==> src/rtl/ipm_pkg.sv <==
package ipm_pkg;

  // Configuration byte width
  localparam int IPM_CFG_W = 8;
  // Host address width seen by the chip select decoder
  localparam int IPM_ADDR_W = 10;
  // Lowest host address bit compared against a decode register
  localparam int IPM_DEC_LSB = 2;
  // Position of the disk/infrared select bit in config_reg_16
  localparam int IPM_SEL_BIT = 1;
  // Position of the three-mode enable bit in config_reg_9
  localparam int IPM_3MODE_BIT = 5;
  // A decode register holding this value decodes nothing
  localparam logic [IPM_CFG_W-1:0] IPM_DEC_OFF = 8'h00;

  // Shared pin group settings
  localparam logic IPM_MODE_DISK = 1'b0;
  localparam logic IPM_MODE_IR = 1'b1;

  // Reset and idle levels
  localparam logic IPM_RST_DISK_RESET_N = 1'b0;
  localparam logic IPM_INACTIVE_N = 1'b1;
  localparam logic IPM_IR_IDLE = 1'b1;
  localparam logic IPM_OFF = 1'b0;

  // Clock rate and step pulse timing
  localparam int IPM_CLK_MHZ = 250;
  localparam int IPM_NS_PER_US = 1000;
  localparam int IPM_STEP_PULSE_NS = 1000;
  // Least time, so round up to whole cycles
  localparam int IPM_STEP_PULSE_CYC =
    (IPM_STEP_PULSE_NS * IPM_CLK_MHZ + IPM_NS_PER_US - 1) / IPM_NS_PER_US;
  localparam int IPM_STEP_CNT_W = 12;

  // Floppy open-drain pin group, one bit per pin
  typedef struct packed {
    logic step;
    logic dir;
    logic head;
    logic reduced_write_current;
    logic wdata;
  } ipm_fdd_s;

  // All floppy pins released
  localparam ipm_fdd_s IPM_FDD_RELEASED = '0;

  // Step pulse generator states
  typedef enum logic [1:0] {
    IPM_STEP_IDLE,
    IPM_STEP_PULSE,
    IPM_STEP_GAP
  } ipm_step_e;

endpackage

==> src/rtl/ipm_sync3.sv <==
`timescale 1ns/1ps
module ipm_sync3 #(
  parameter logic RST_VAL = 1'b1
) (
  // Clock and reset
  input wire logic clk_in,
  input wire logic reset_in,
  // Asynchronous pin level
  input wire logic pin_in,
  // Filtered level in the clock domain
  output logic level_out
);

  logic ff1_q;
  logic ff2_q;
  logic ff3_q;
  logic level_d;

  // Accept a change only once stages two and three agree
  always_comb begin
    level_d = level_out;
    if (ff2_q == ff3_q) begin
      level_d = ff3_q;
    end
  end

  // Chain; the first stage feeds only the second
  always_ff @(posedge clk_in or posedge reset_in) begin
    if (reset_in) begin
      ff1_q <= RST_VAL;
      ff2_q <= RST_VAL;
      ff3_q <= RST_VAL;
      level_out <= RST_VAL;
    end else begin
      ff1_q <= pin_in;
      ff2_q <= ff1_q;
      ff3_q <= ff2_q;
      level_out <= level_d;
    end
  end

endmodule

==> src/rtl/ipm_pin_mux.sv <==
`timescale 1ns/1ps
// Summary of operation
// - Select low: first pin is disk reset
// - Select high: first pin is interrupt G
// - Select low: second pin is buffer enable
// - Select high: second pin is interrupt H
// - Secondary select decodes config_reg_22 range
// - Primary select decodes config_reg_21 range
// - Select high: secondary pin sends infrared
// - Select high: primary pin receives infrared
// - Fast infrared pin: receive input or mode select
// - Direction high outward, low inward
// - Three-mode bit changes write current meaning
// - Precompensated write data sent active low
// - One low step pulse per track
module ipm_pin_mux
  import ipm_pkg::*;
#(
  parameter int ADDR_W = ipm_pkg::IPM_ADDR_W,
  parameter int STEP_CYC = ipm_pkg::IPM_STEP_PULSE_CYC
) (
  // Clock and reset
  input wire logic clk_in,
  input wire logic reset_in,
  // Configuration bytes
  input wire logic [ipm_pkg::IPM_CFG_W-1:0] config_reg_16_in,
  input wire logic [ipm_pkg::IPM_CFG_W-1:0] config_reg_9_in,
  input wire logic [ipm_pkg::IPM_CFG_W-1:0] config_reg_21_in,
  input wire logic [ipm_pkg::IPM_CFG_W-1:0] config_reg_22_in,
  // Host address
  input wire logic [ADDR_W-1:0] host_addr_in,
  input wire logic host_addr_valid_in,
  // Hard disk requests, active high
  input wire logic disk_reset_req_in,
  input wire logic disk_buffer_req_in,
  // Interrupt sources for the shared pins
  input wire logic irq_g_in,
  input wire logic irq_h_in,
  // Infrared sources and configuration
  input wire logic ir_tx_second_in,
  input wire logic ir_mode_sel_0_drive_in,
  input wire logic ir_mode_sel_0_in,
  // Pin inputs from outside
  input wire logic fast_ir_pin_in,
  input wire logic disk_sel_primary_pin_in,
  // Floppy core requests
  input wire logic step_req_in,
  input wire logic dir_outward_in,
  input wire logic head_side1_in,
  input wire logic rate_500k_in,
  input wire logic rwc_three_mode_in,
  input wire logic write_serial_data_in,
  // Shared disk/infrared pins
  output logic disk_reset_n_out,
  output logic disk_buffer_en_n_out,
  output logic disk_sel_secondary_n_out,
  output logic disk_sel_primary_n_out,
  output logic disk_sel_primary_oe_out,
  // Fast infrared pin
  output logic ir_mode_sel_0_out,
  output logic ir_mode_sel_0_oe_out,
  // Received infrared data
  output logic fast_ir_rx_out,
  output logic ir_rx_second_out,
  // Mode status
  output logic three_mode_enable_out,
  // Floppy open-drain pins
  output ipm_pkg::ipm_fdd_s fdd_pin_out,
  output ipm_pkg::ipm_fdd_s fdd_oe_out
);

  import ipm_pkg::*;

  // Decoded configuration
  logic mode_ir, three_mode, pri_hit, sec_hit;
  // Synchronised pin levels
  logic fast_ir_lvl, pri_pin_lvl;
  // Next values of the registered pins
  logic pin1_d, pin2_d, sec_d, pri_d, pri_oe_d;
  logic sel0_d, sel0_oe_d, fast_rx_d, rx2_d;
  ipm_fdd_s fdd_oe_d;
  // Step pulse generator
  ipm_step_e step_state_q, step_state_d;
  logic [IPM_STEP_CNT_W-1:0] step_cnt_q, step_cnt_d;
  localparam logic [IPM_STEP_CNT_W-1:0] STEP_LAST = IPM_STEP_CNT_W'(STEP_CYC - 1);

  // Pin synchronisers
  ipm_sync3 #(.RST_VAL(IPM_IR_IDLE)) u_sync_fast_ir (
    .clk_in(clk_in), .reset_in(reset_in), .pin_in(fast_ir_pin_in), .level_out(fast_ir_lvl)
  );

  ipm_sync3 #(.RST_VAL(IPM_IR_IDLE)) u_sync_rx2 (
    .clk_in(clk_in), .reset_in(reset_in),
    .pin_in(disk_sel_primary_pin_in), .level_out(pri_pin_lvl)
  );

  // Configuration bits and address decode
  always_comb begin
    mode_ir = config_reg_16_in[IPM_SEL_BIT];
    three_mode = config_reg_9_in[IPM_3MODE_BIT];
    // A zero register disables its window so a blank setup selects nothing
    pri_hit = host_addr_valid_in && (config_reg_21_in != IPM_DEC_OFF) &&
              (host_addr_in[ADDR_W-1:IPM_DEC_LSB] == config_reg_21_in);
    sec_hit = host_addr_valid_in && (config_reg_22_in != IPM_DEC_OFF) &&
              (host_addr_in[ADDR_W-1:IPM_DEC_LSB] == config_reg_22_in);
  end

  // Shared pin steering; only the chosen function is routed
  always_comb begin
    if (mode_ir == IPM_MODE_DISK) begin
      pin1_d = !disk_reset_req_in;
      pin2_d = !disk_buffer_req_in;
      sec_d = !sec_hit;
      pri_d = !pri_hit;
      pri_oe_d = 1'b1;
      rx2_d = IPM_IR_IDLE;
    end else begin
      pin1_d = irq_g_in;
      pin2_d = irq_h_in;
      sec_d = ir_tx_second_in;
      // Primary pin turns into an input here
      pri_d = IPM_INACTIVE_N;
      pri_oe_d = 1'b0;
      rx2_d = pri_pin_lvl;
    end
  end

  // Fast infrared pin direction
  always_comb begin
    if (ir_mode_sel_0_drive_in) begin
      sel0_d = ir_mode_sel_0_in;
      sel0_oe_d = 1'b1;
      // Own output would echo back, so report idle instead
      fast_rx_d = IPM_IR_IDLE;
    end else begin
      sel0_d = IPM_OFF;
      sel0_oe_d = 1'b0;
      fast_rx_d = fast_ir_lvl;
    end
  end

  // Floppy open-drain levels; enable high pulls the pin low
  always_comb begin
    fdd_oe_d = IPM_FDD_RELEASED;
    fdd_oe_d.dir = !dir_outward_in;
    fdd_oe_d.head = head_side1_in;
    fdd_oe_d.reduced_write_current = three_mode ? !rwc_three_mode_in : !rate_500k_in;
    fdd_oe_d.wdata = write_serial_data_in;
    fdd_oe_d.step = (step_state_q == IPM_STEP_PULSE);
  end

  // Step pulse sequencing; a gap equal to the pulse keeps pulses apart
  always_comb begin
    step_state_d = step_state_q;
    step_cnt_d = step_cnt_q;
    case (step_state_q)
      IPM_STEP_IDLE: begin
        // Requests are only taken while idle
        if (step_req_in) begin
          step_state_d = IPM_STEP_PULSE;
          step_cnt_d = '0;
        end
      end
      IPM_STEP_PULSE, IPM_STEP_GAP: begin
        // Pulse and gap share one counter, so both last STEP_CYC cycles
        if (step_cnt_q == STEP_LAST) begin
          step_state_d = (step_state_q == IPM_STEP_PULSE) ? IPM_STEP_GAP : IPM_STEP_IDLE;
          step_cnt_d = '0;
        end else begin
          step_cnt_d = step_cnt_q + 1'b1;
        end
      end
      default: begin
        step_state_d = IPM_STEP_IDLE;
        step_cnt_d = '0;
      end
    endcase
  end

  // Output and state registers
  always_ff @(posedge clk_in or posedge reset_in) begin
    if (reset_in) begin
      // Hold the hard disk in reset while the chip is in reset
      disk_reset_n_out <= IPM_RST_DISK_RESET_N;
      disk_buffer_en_n_out <= IPM_INACTIVE_N;
      disk_sel_secondary_n_out <= IPM_INACTIVE_N;
      disk_sel_primary_n_out <= IPM_INACTIVE_N;
      disk_sel_primary_oe_out <= 1'b1;
      ir_mode_sel_0_out <= IPM_OFF;
      ir_mode_sel_0_oe_out <= 1'b0;
      fast_ir_rx_out <= IPM_IR_IDLE;
      ir_rx_second_out <= IPM_IR_IDLE;
      three_mode_enable_out <= IPM_OFF;
      fdd_pin_out <= IPM_FDD_RELEASED;
      fdd_oe_out <= IPM_FDD_RELEASED;
      step_state_q <= IPM_STEP_IDLE;
      step_cnt_q <= '0;
    end else begin
      disk_reset_n_out <= pin1_d;
      disk_buffer_en_n_out <= pin2_d;
      disk_sel_secondary_n_out <= sec_d;
      disk_sel_primary_n_out <= pri_d;
      disk_sel_primary_oe_out <= pri_oe_d;
      ir_mode_sel_0_out <= sel0_d;
      ir_mode_sel_0_oe_out <= sel0_oe_d;
      fast_ir_rx_out <= fast_rx_d;
      ir_rx_second_out <= rx2_d;
      three_mode_enable_out <= three_mode;
      // Open-drain pins only ever drive low
      fdd_pin_out <= IPM_FDD_RELEASED;
      fdd_oe_out <= fdd_oe_d;
      step_state_q <= step_state_d;
      step_cnt_q <= step_cnt_d;
    end
  end

  // Step pulse length and an out-of-reset marker, read only by checks
  logic [IPM_STEP_CNT_W-1:0] chk_len_q;
  logic chk_run_q;
  always_ff @(posedge clk_in or posedge reset_in) begin
    if (reset_in) begin
      chk_len_q <= '0;
      chk_run_q <= 1'b0;
    end else begin
      chk_len_q <= fdd_oe_out.step ? chk_len_q + 1'b1 : '0;
      chk_run_q <= 1'b1;
    end
  end
endmodule

==> config.mk <==
export PLATFORM = sky130hd
export DESIGN_NAME = ipm_pin_mux
export DESIGN_NICKNAME = d
export VERILOG_FILES = /design/src/rtl/ipm_pkg.sv /design/src/rtl/ipm_sync3.sv /design/src/rtl/ipm_pin_mux.sv
export SDC_FILE = /design/constraint.sdc
export NUM_CORES = 1
export LEC_CHECK = 0
export BUFFER_PORTS_ARGS = -buffer_cell sky130_fd_sc_hd__buf_4
export CELL_PAD_IN_SITES_DETAIL_PLACEMENT = 1
export CELL_PAD_IN_SITES_GLOBAL_PLACEMENT = 1
export CORE_MARGIN = 10
export CORE_UTILIZATION = 34
export DETAILED_ROUTE_END_ITERATION = 10
export GPL_TIMING_DRIVEN = 0
export PLACE_DENSITY_LB_ADDON = 0.1
export RECOVER_POWER = 50
export SYNTH_ARGS = -nofsm -noshare
export SYNTH_HDL_FRONTEND = slang
export SYNTH_HIERARCHICAL = 1
export SYNTH_SLANG_ARGS = --single-unit
==> constraint.sdc <==
create_clock -name clk_in -period 1.9 [get_ports clk_in]
set_clock_uncertainty 0.15 [all_clocks]
set_input_delay 0.19 -clock clk_in [delete_from_list [all_inputs] [get_ports clk_in]]
set_output_delay 0.19 -clock clk_in [all_outputs]
set_load 0.005 [all_outputs]
==> results of run 1 <==
through the flow:
step	hold WS, ns	cells
after global placement	0.1446	276
after detailed placement	0.1512	276
final	0.02200	304
after CTS	0.01321	301
after floorplan	-0.004799	151
after global routing	0.04703	304
power by group through the flow:
stage | logic (W) | registers [W] | clock network, W
after floorplan | 0.000375 | 0.000944 | 0
after global placement | 0.000574 | 0.000952 | 0
after detailed placement | 0.000600 | 0.000955 | 0
after CTS | 0.000633 | 0.000941 | 0.000556
after global routing | 0.000719 | 0.000949 | 0.000608
final | 0.000642 | 0.000937 | 0.000529
cell type report:
cell class                      count  area [um2]
Inverter                           10       37.54
Buffer                              7       52.55
Clock buffer                        6       72.57
Clock inverter                      2       10.01
Fill cell                         548        2341
Sequential cell                    37       943.4
Multi-Input combinational cell     97       696.9
Timing Repair Buffer               78       579.3
Tap cell                           67       83.83
registers in the layout (all words and copies together) (netlist names):
signal and flops:
step_cnt_q 12, fdd_oe_out 5, step_state_q 2, disk_buffer_en_n_out 1, disk_reset_n_out 1, disk_sel_primary_n_out 1
disk_sel_primary_oe_out 1, disk_sel_secondary_n_out 1, fast_ir_rx_out 1, ir_mode_sel_0_oe_out 1, ir_mode_sel_0_out 1, ir_rx_second_out 1
three_mode_enable_out 1, u_sync_fast_ir/ff1_q 1, u_sync_fast_ir/ff2_q 1, u_sync_fast_ir/ff3_q 1, u_sync_fast_ir/level_out 1, u_sync_rx2/ff1_q 1
u_sync_rx2/ff2_q 1, u_sync_rx2/ff3_q 1, u_sync_rx2/level_out 1
cell usage after synthesis (2+ instances only):
cell type	number	share of area, %
inv_1	10	2.2
nand3_2	2	1.2
a21oi_1	4	1.2
or3_1	4	1.5
maj3_2	2	1.3
nand2_1	6	1.3
nand4_1	7	2.6
mux2_2	2	1.3
dfstp_2	14	21
nor4_1	4	1.5
o21ai_0	8	2.3
xor2_1	8	4.1
buf_4	6	2.6
nand2b_1	2	0.73
xnor2_1	13	6.6
ha_1	5	3.7
nand3_1	4	1.2
dfrtp_1	23	34
nor2_1	7	1.5
critical path: stages, from the launching register on:
cell      delay (ns)
dfrtp_1         0.43
inv_1           0.07
ha_1            0.12
nor4b_2         0.21
nand3_2         0.14
a21boi_4        0.20
mux2_2          0.35
worst max-delay path by stage:
stage,start,end,slack (ns),cells past startpoint
global route,step_cnt_q[1]$_DFFE_PP0P_,step_state_q[0]$_DFFE_PP0P_,-0.02,6
floorplan,step_cnt_q[1]$_DFFE_PP0P_,step_state_q[0]$_DFFE_PP0P_,0.20,6
global placement,step_cnt_q[1]$_DFFE_PP0P_,step_state_q[1]$_DFFE_PP0P_,0.07,6
CTS,step_state_q[0]$_DFFE_PP0P_,step_cnt_q[10]$_DFFE_PP0P_,0.04,6
detailed placement,step_cnt_q[1]$_DFFE_PP0P_,step_state_q[1]$_DFFE_PP0P_,0.06,6
finish,step_cnt_q[1]$_DFFE_PP0P_,step_state_q[1]$_DFFE_PP0P_,0.11,6
layer usage:
layer  wire length (um)  share of wire (%)
met5                  0                  0
met4                 65                1.3
met3                351                7.0
met2               2721                 54
met1               1903                 38
cell families after synthesis:
logic type / after synthesis
AO/OA/AOI/OAI: 17
XOR/XNOR: 21
adder cells (fa/ha/maj): 7
buffers and inverters: 17
flip-flops: 37
multiplexers: 3
other: 1
AND/OR/NAND/NOR: 44
timing repair:
item / 4_1_cts / 5_1_grt
hold buffers: 17 / 0
resized for setup: 0 / 1
endpoints found under the setup margin: 0 / 6
setup buffers: 0 / 3
endpoints found under the hold margin: 24 / 0
==> results.sh, run 1 <==
export IMPL_regToRegSetupSlack_ns=0.11
export IMPL_syn_cell_area_um2=1713
export IMPL_routed_wl_mm=5.042
export IMPL_layout_commonest_cell="buf_4"
export IMPL_grt_pass1_vias=1609
export IMPL_start_util_pct=35.56
export IMPL_vdd_drop_max_uv=350.4
export IMPL_start_kind="flip-flop"
export IMPL_drtPass1Iterations=4
export IMPL_p_leak_nw=1.105
export IMPL_cts_htree_levels=2
export IMPL_gp_congestion=0.8563
export IMPL_synth_compound_area_share_pct=6.647
export IMPL_clk_latency_ns=0.28
export IMPL_final_cell_mix="buf_4 (43), dfrtp_1 (23), dlygate4sd3_1 (17)"
export IMPL_wl_per_cell_um=16.59
export IMPL_synth_top_family_by_area="simple AND/OR/NAND/NOR gates"
export IMPL_p_switching_w=0.0006407
export IMPL_synth_simple_area_share_pct=15.34
export IMPL_yosys_warnings=6
export IMPL_synthAdderAreaFrac_pct=4.967
export IMPL_min_period_over_period_pct=94.24
export IMPL_area_growth_synth_to_final_pct=44.56
export IMPL_vias=1395
export IMPL_synth_edf_count=0
export IMPL_timing_fmax_ghz=0.5585
export IMPL_io_buffers=58
export IMPL_drc_errors=0
export IMPL_gr_total_overflow=0
export IMPL_design_area_um2=2476
export IMPL_ctsRootBufferMaster="clkbuf_8"
export IMPL_antenna_found_initial=0
export IMPL_grt_first_pass_wirelength_mm=8.211
export IMPL_post_route_util_pct=51.40
export IMPL_worstHoldStart="irq_g_in"
export IMPL_rows=25
export IMPL_dieHeight_um=90.98
export IMPL_synth_area_per_cell_um2=11.65
export IMPL_reg2reg_from="step_cnt_q[1]$_DFFE_PP0P_"
export IMPL_synthFlopType="dfrtp_1"
export IMPL_synth_cell_types=35
export IMPL_powerDensity_nw_per_um2=851.4
export IMPL_synth_seq_cells=37
export IMPL_antennaDiodeCount=0
export IMPL_drt_vias_per_instance=4.589
export IMPL_die_x_um=90.98
export IMPL_hold_viol=0
export IMPL_critPathRequiredTime_ns=1.93
export IMPL_end_kind="flip-flop"
export IMPL_busiest_layer="met2"
export IMPL_synthCells=147
export IMPL_path_class="flip-flop to flip-flop"
export IMPL_core_um2=4817
export IMPL_outcome="completed"
export IMPL_grt_setup_unrepaired="yes"
export IMPL_cts_tree="done"
export IMPL_maxSlewViolCount=0
export IMPL_synthXorXnorAreaFrac_pct=10.74
export IMPL_share_comb_of_total_power_pct=30.5
export IMPL_layout_nets=301
export IMPL_min_to="disk_reset_n_out$_DFF_PP0_"
export IMPL_tightest_slew_ns=1.145
export IMPL_regToRegEndpoint="step_state_q[1]$_DFFE_PP0P_"
export IMPL_crit_arrival_ns=1.82
export IMPL_clock_power_share_pct=25.1
export IMPL_clk_pin_slew_ns=0.07
export IMPL_ys_seq_area_share_pct=55.08
export IMPL_num_io_pins=80
export IMPL_hpwl_mm=3.747
export IMPL_drtIter0Drc=28
export IMPL_grt_max_degree=30
export IMPL_use_met2_pct=22.08
export IMPL_seqPwrFrac_pct=44.5
export IMPL_muxShareOfSynthArea_pct=1.899
export IMPL_intPower_w=0.001467
export IMPL_hold_class="input pin to flip-flop"
export IMPL_max_slew_margin_pct=23.60
export IMPL_drv_cap=0
export IMPL_async_flop_share_pct=100.0
export IMPL_layout_drive_gt1_share_pct=35.86
export IMPL_setup_tns_final_ns=0
export IMPL_numCtsBuffers=5
export IMPL_setup_viol=0
export IMPL_rr_worst_depth=6
export IMPL_p_total_w=0.002108
export IMPL_placed_area_um2=2247
export IMPL_cp_max_fo=5
export IMPL_min_path_cells=3
export IMPL_clkSinkCount=37
export IMPL_finalCriticalPeriod_ns=1.791
export IMPL_preCtsSetupSlack_ns=0.06296
export IMPL_grt_use_met3_pct=5.350
export IMPL_use_met1_pct=12.52
export IMPL_drtAntennaViolNets=0
export IMPL_power_share_switching_pct=30.39
export IMPL_grt_util_all_layers_pct=12.27
export IMPL_clock_path_buffers=2
export IMPL_setup_ws_ns=0.1094
export IMPL_die_area_um2=8277
No activity file was read; power rests on OpenSTA's default activity.
==> run 2, diff against run 1 <==
--- a/config.mk
+++ b/config.mk
@@ -5,6 +5,7 @@
 export SDC_FILE = /design/constraint.sdc
 export NUM_CORES = 1
 export LEC_CHECK = 0
+export ABC_AREA = 1
 export BUFFER_PORTS_ARGS = -buffer_cell sky130_fd_sc_hd__buf_4
 export CELL_PAD_IN_SITES_DETAIL_PLACEMENT = 1
 export CELL_PAD_IN_SITES_GLOBAL_PLACEMENT = 1
==> run 2 against run 1 <==
Net effect:
- global-route usage grew 0.22 points
- final cell count grew 33%
- core utilization shrank 2.1 points
- sequential power grew 2%
- design area grew 10%
- sequential share of layout area shrank 3.6 points
- worst hold slack gained 0.019 ns
- clock-buffer cell count is the same
- critical endpoint is now step_cnt_q[10]$_DFFE_PP0P_
- largest cell class unchanged
==> results.sh, run 2 <==
export IMPL_largest_reg_flops=12
export IMPL_gp_congestion=0.7884
export IMPL_start_util_pct=35.39
export IMPL_ys_seq_area_share_pct=48.12
export IMPL_min_period_over_period_pct=86.66
export IMPL_yosys_warnings=6
export IMPL_drv_cap=0
export IMPL_wl_per_cell_um=13.42
export IMPL_power_share_switching_pct=34.04
export IMPL_drc_errors=0
export IMPL_rows=27
export IMPL_num_io_pins=80
export IMPL_setup_tns_final_ns=0
export IMPL_yosysMostFrequentCell="nand2_1"
export IMPL_routed_wl_mm=5.408
export IMPL_cts_setup_buffers=0
export IMPL_synth_area_per_cell_um2=8.035
export IMPL_clk_pin_slew_ns=0.08
export IMPL_gr_total_overflow=0
export IMPL_end_kind="flip-flop"
export IMPL_drtIter0Drc=54
export IMPL_outcome="completed"
export IMPL_powerDensity_nw_per_um2=838.8
export IMPL_grt_max_degree=30
export IMPL_drt_vias_per_instance=4.377
export IMPL_hpwl_mm=4.179
export IMPL_finalCriticalPeriod_ns=1.647
export IMPL_io_buffers=58
export IMPL_synthCells=244
export IMPL_die_area_um2=9204
export IMPL_drtAntennaViolNets=0
export IMPL_numCtsBuffers=5
export IMPL_async_flop_share_pct=100.0
export IMPL_p_leak_nw=1.388
export IMPL_synth_largest_area_cell="dfrtp_1"
export IMPL_dieHeight_um=95.94
export IMPL_antenna_found_initial=0
export IMPL_layout_drive_gt1_share_pct=25.98
export IMPL_clkSinkCount=37
export IMPL_drtPass1Iterations=4
export IMPL_clock_power_share_pct=28.3
export IMPL_core_um2=5540
export IMPL_timing_fmax_ghz=0.6073
export IMPL_crit_arrival_ns=1.72
export IMPL_ctsRootBufferMaster="clkbuf_8"
export IMPL_hold_class="input pin to flip-flop"
export IMPL_reg_largest_list="step_cnt_q: 12 flops, fdd_oe_out: 5 flops, step_state_q: 2 flops"
export IMPL_grt_setup_unrepaired="no"
export IMPL_hold_viol=0
export IMPL_path_class="flip-flop to flip-flop"
export IMPL_synth_seq_cells=37
export IMPL_layout_nets=395
export IMPL_maxSlewViolCount=0
export IMPL_intPower_w=0.001511
export IMPL_fin_hold_ws_ns=0.04132
export IMPL_syn_cell_area_um2=1961
export IMPL_grt_util_all_layers_pct=12.49
export IMPL_die_x_um=95.94
export IMPL_share_comb_of_total_power_pct=30.1
export IMPL_yosysTopAreaCellShare_pct=29.36
export IMPL_cts_tree="done"
export IMPL_max_slew_margin_pct=25.66
export IMPL_synth_common_cells="nand2_1 (63), inv_1 (41), nor2_1 (37)"
export IMPL_vdd_drop_max_uv=512.1
export IMPL_synthFlopType="dfrtp_1"
export IMPL_final_cell_mix="nand2_1 (63), inv_1 (41), buf_4 (39)"
export IMPL_p_switching_w=0.0007799
export IMPL_clock_path_buffers=2
export IMPL_critPathRequiredTime_ns=1.97
export IMPL_tightest_slew_ns=1.114
export IMPL_grt_pass1_vias=1979
export IMPL_grt_first_pass_wirelength_mm=9.108
export IMPL_layout_commonest_cell="nand2_1"
export IMPL_cp_max_fo=10
export IMPL_netlist_top_cells_area="dfrtp_1 (29%), dfstp_2 (19%), nand2_1 (12%)"
export IMPL_clk_latency_ns=0.29
export IMPL_area_growth_synth_to_final_pct=39.31
export IMPL_seqPwrFrac_pct=41.6
export IMPL_setup_viol=0
export IMPL_antennaDiodeCount=0
export IMPL_vias=1764
export IMPL_largest_register="step_cnt_q"
export IMPL_synth_cell_types=26
export IMPL_cts_htree_levels=2
export IMPL_start_kind="flip-flop"
export IMPL_synth_edf_count=0
## run 2: cell types whose count changed after synthesis, sizes merged, moves of 4 or more
| cell | delta |
|---|---|
| nand2 | +63 |
| nor2 | +33 |
| inv | +32 |
| xnor2 | -7 |
| nand3 | +4 |
| nor4 | -4 |
| or3 | -4 |
| xor2 | -4 |
## run 2: cell type report
cell class                      instances  area [um2]
Fill cell                             705        2809
Sequential cell                        37       943.4
Multi-Input combinational cell        163       820.8
Timing Repair Buffer                   75       556.8
Clock inverter                          2       15.01
Tap cell                               72       90.09
Clock buffer                            6       93.84
Buffer                                  6       48.80
Inverter                               42       162.7
## run 2: path summary, 6_finish.rpt
check | endpoint | start | depth (start not counted) | slack, ns
setup / recovery | step_cnt_q[10]$_DFFE_PP0P_ | step_state_q[0]$_DFFE_PP0P_ | 8 | 0.25
hold / removal | disk_sel_secondary_n_out$_DFF_PP1_ | ir_tx_second_in | 4 | 0.04
setup reg to reg | step_cnt_q[10]$_DFFE_PP0P_ | step_state_q[0]$_DFFE_PP0P_ | 8 | 0.25
hold reg to reg | u_sync_fast_ir/ff2_q$_DFF_PP1_ | u_sync_fast_ir/ff1_q$_DFF_PP1_ | 0 | 0.22
max in group asynchronous | step_state_q[1]$_DFFE_PP0P_ | reset_in | 3 | 0.33
min in group asynchronous | u_sync_rx2/ff1_q$_DFF_PP1_ | reset_in | 3 | 0.39
## run 2: what timing repair did
action                    in CTS  in global routing
hold buffers                  17                  0
resized for setup              0                  0
hold endpoints to repair      22                  0
## run 2: power by group through the flow
| stage | combinational, W | sequential, W | clock, W |
|---|---|---|---|
| CTS | 0.000712 | 0.000956 | 0.000666 |
| floorplan | 0.000426 | 0.000957 | 0 |
| global route | 0.000774 | 0.000969 | 0.000720 |
| global placement | 0.000654 | 0.000963 | 0 |
| finish | 0.000689 | 0.000953 | 0.000649 |
| detailed placement | 0.000672 | 0.000969 | 0 |
## run 2: cell families (layout without fill, tap and decap cells)
kind of cell | count (synthesis) | after routing | share of synthesized area, %
AND/OR/NAND/NOR | 129 | 129 | 29.23
buffers and inverters | 48 | 131 | 10.79
flip-flops | 37 | 37 | 48.12
AO/OA/AOI/OAI | 13 | 13 | 3.510
XOR/XNOR | 10 | 10 | 4.467
adder cells (fa/ha/maj) | 5 | 5 | 3.191
other | 1 | 5 | 0.1913
multiplexers | 1 | 1 | 0.5106
## run 2: per-layer routing
layer / GRT usage [%] / routed length (um) / share of wire, %
met5: 0 / 0 / 0
met4: 3.317 / 60 / 1.1
met2: 22.74 / 2899 / 54
met3: 4.591 / 310 / 5.7
met1: 13.28 / 2138 / 40
## run 2: critical path: stages (launching register included)
cell     delay, ns
dfrtp_1       0.38
inv_1         0.07
ha_1          0.20
nand2_2       0.10
buf_6         0.16
nand4_1       0.12
o21ai_0       0.22
nand2_1       0.08
nor2_1        0.09
## run 2: metrics by stage
stage	util, %	area (um2)	worst slack (ns)	std cells	total power, W
after floorplan	-	1976	0.4586	248	0.001382
after global placement	45.14	2501	0.3027	378	0.001617
after detailed placement	45.14	2501	0.2742	378	0.001641
after CTS	50.18	2780	0.1884	403	0.002333
after global routing	49.30	2731	0.05047	403	0.002463
final	49.30	2731	0.2534	403	0.002291
==> run 3, diff against run 2 <==
--- a/config.mk
+++ b/config.mk
@@ -6,12 +6,12 @@
 export NUM_CORES = 1
 export LEC_CHECK = 0
 export ABC_AREA = 1
-export BUFFER_PORTS_ARGS = -buffer_cell sky130_fd_sc_hd__buf_4
 export CELL_PAD_IN_SITES_DETAIL_PLACEMENT = 1
 export CELL_PAD_IN_SITES_GLOBAL_PLACEMENT = 1
 export CORE_MARGIN = 10
-export CORE_UTILIZATION = 34
+export CORE_UTILIZATION = 44
 export DETAILED_ROUTE_END_ITERATION = 10
+export DONT_BUFFER_PORTS = 1
 export GPL_TIMING_DRIVEN = 0
 export PLACE_DENSITY_LB_ADDON = 0.1
 export RECOVER_POWER = 50
==> run 3 against run 2 <==
Net effect:
- worst hold slack improved by 0.019 ns
- non-clock buffer count fell by 54
- final cell count fell by 18%
- die area fell by 18%
- flip-flop and latch count did not move
- critical path type is now input pin to flip-flop
- highest routed layer unchanged
==> results.sh, run 3 (synthesis results as in run 2) <==
export IMPL_outcome="completed"
export IMPL_layout_commonest_cell="nand2_1"
export IMPL_largest_reg_flops=12
export IMPL_end_kind="flip-flop"
export IMPL_clk_latency_ns=0.29
export IMPL_wl_per_cell_um=15.89
export IMPL_regArea_um2=943.4
export IMPL_finalCriticalPeriod_ns=1.799
export IMPL_hold_class="input pin to flip-flop"
export IMPL_core_um2=4324
export IMPL_path_class="input pin to flip-flop"
export IMPL_antenna_found_initial=0
export IMPL_tightest_slew_ns=1.095
export IMPL_hpwl_mm=3.623
export IMPL_intPower_w=0.001641
export IMPL_min_period_over_period_pct=94.69
export IMPL_start_kind="input pin"
export IMPL_grt_first_pass_wirelength_mm=8.901
export IMPL_setup_tns_final_ns=0
export IMPL_grt_setup_unrepaired="no"
export IMPL_seqPwrFrac_pct=40.5
export IMPL_max_stage_delay_ns=0.58
export IMPL_fill_cells=537
export IMPL_clkSinkCount=37
export IMPL_gp_congestion=0.7515
export IMPL_area_growth_synth_to_final_pct=21.83
export IMPL_start_util_pct=45.34
export IMPL_cts_htree_levels=2
export IMPL_layout_drive_gt1_share_pct=13.00
export IMPL_drtPass1Iterations=4
export IMPL_gr_total_overflow=0
export IMPL_max_slew_margin_pct=26.90
export IMPL_critPathRequiredTime_ns=1.98
export IMPL_setup_viol=0
export IMPL_worstPathCellList="dlygate4sd3_1 > inv_2 > nand2_1 > a21oi_1 > nand4_1 > dlygate4sd3_1 > nor2_1 > nand2_1"
export IMPL_rows=24
export IMPL_grt_pass1_vias=1871
export IMPL_routed_wl_mm=5.227
export IMPL_die_x_um=86.76
export IMPL_antennaDiodeCount=0
export IMPL_powerDensity_nw_per_um2=999.6
export IMPL_die_area_um2=7526
export IMPL_ctsRootBufferMaster="clkbuf_8"
export IMPL_io_buffers=0
export IMPL_clk_pin_slew_ns=0.08
export IMPL_p_switching_w=0.0007471
export IMPL_drt_vias_per_instance=4.888
export IMPL_grt_util_all_layers_pct=14.91
export IMPL_drv_cap=0
export IMPL_reg_largest_list="step_cnt_q: 12 flops, fdd_oe_out: 5 flops, step_state_q: 2 flops"
export IMPL_largest_register="step_cnt_q"
export IMPL_numCtsBuffers=5
export IMPL_cp_slowest_cell="dlygate4sd3_1"
export IMPL_grt_max_degree=30
export IMPL_dieHeight_um=86.76
export IMPL_drc_errors=0
export IMPL_multi_input_area_um2=820.8
export IMPL_post_route_util_pct=55.24
export IMPL_vias=1608
export IMPL_p_leak_nw=1.178
export IMPL_num_io_pins=80
export IMPL_crit_arrival_ns=1.88
export IMPL_cts_tree="done"
export IMPL_regToRegSetupSlack_ns=0.23
export IMPL_hold_viol=0
export IMPL_clock_path_buffers=2
export IMPL_final_cell_mix="nand2_1 (63), inv_1 (40), nor2_1 (37)"
export IMPL_maxSlewViolCount=0
export IMPL_timing_fmax_ghz=0.5558
export IMPL_share_comb_of_total_power_pct=25.0
export IMPL_clock_power_share_pct=34.6
export IMPL_vdd_drop_max_uv=478.5
export IMPL_drtAntennaViolNets=0
export IMPL_drtIter0Drc=50
export IMPL_layout_nets=341
export IMPL_power_share_switching_pct=31.29
export IMPL_cp_max_fo=4
run 3: critical path, delay by kind of cell:
family / cells / cell delay [ns]
buffers and inverters: 3 / 1.24
AND/OR/NAND/NOR: 4 / 0.33
AO/OA/AOI/OAI: 1 / 0.12
run 3: worst paths after layout:
kind,start,to,depth (start not counted)
max,config_reg_16_in[1],disk_sel_primary_n_out$_DFF_PP1_,8
min,config_reg_22_in[7],disk_sel_secondary_n_out$_DFF_PP1_,6
max reg2reg,step_state_q[0]$_DFFE_PP0P_,step_cnt_q[11]$_DFFE_PP0P_,8
min reg2reg,u_sync_fast_ir/ff1_q$_DFF_PP1_,u_sync_fast_ir/ff2_q$_DFF_PP1_,0
max in group asynchronous,reset_in,step_cnt_q[9]$_DFFE_PP0P_,2
min in group asynchronous,reset_in,u_sync_rx2/ff1_q$_DFF_PP1_,2
run 3: repair_timing:
| item | in CTS | in global routing |
|---|---|---|
| endpoints found under the hold margin | 47 | 0 |
| resized for setup | 0 | 1 |
| setup endpoints to repair | 0 | 1 |
| setup buffers | 0 | 0 |
| hold buffers | 21 | 0 |
run 3: through the flow:
step	std cells	total power [W]	hold slack, ns	instance area, um2	setup WS (ns)
finish	329	0.002388	0.06032	2389	0.1009
global route	329	0.002540	0.09703	2389	0.002708
CTS	329	0.002394	0.05455	2389	0.07859
detailed placement	300	0.001521	0.02962	2041	0.2738
global placement	300	0.001496	0.02119	2041	0.3004
floorplan	248	0.001382	-0.004799	1976	0.4586
run 3: power by group through the flow:
stage,combinational (W),clock [W],sequential [W]
2_1_floorplan,0.000426,0,0.000957
3_3_place_gp,0.000519,0,0.000976
3_5_place_dp,0.000539,0,0.000981
4_1_cts,0.000582,0.000842,0.000970
5_1_grt,0.000686,0.000875,0.000979
6_report,0.000596,0.000826,0.000966
run 3: cell type report:
class | count | area share (%)
multi-input combinational | 163 | 34.36
sequential | 37 | 39.50
clock buffer | 5 | 2.881
timing repair buffer | 21 | 8.800
buffer | 6 | 2.043
tap | 52 | 2.724
inverter | 42 | 6.810
clock inverter | 3 | 2.881
run 3: layer usage:
metal | GRT usage [%] | wire length [um] | up-vias
li1 | - | - | 786
met1 | 14.61 | 1833 | 762
met2 | 26.85 | 2779 | 50
met3 | 7.317 | 530 | 10
met4 | 4.566 | 83 | 0
met5 | 0 | 0 | -
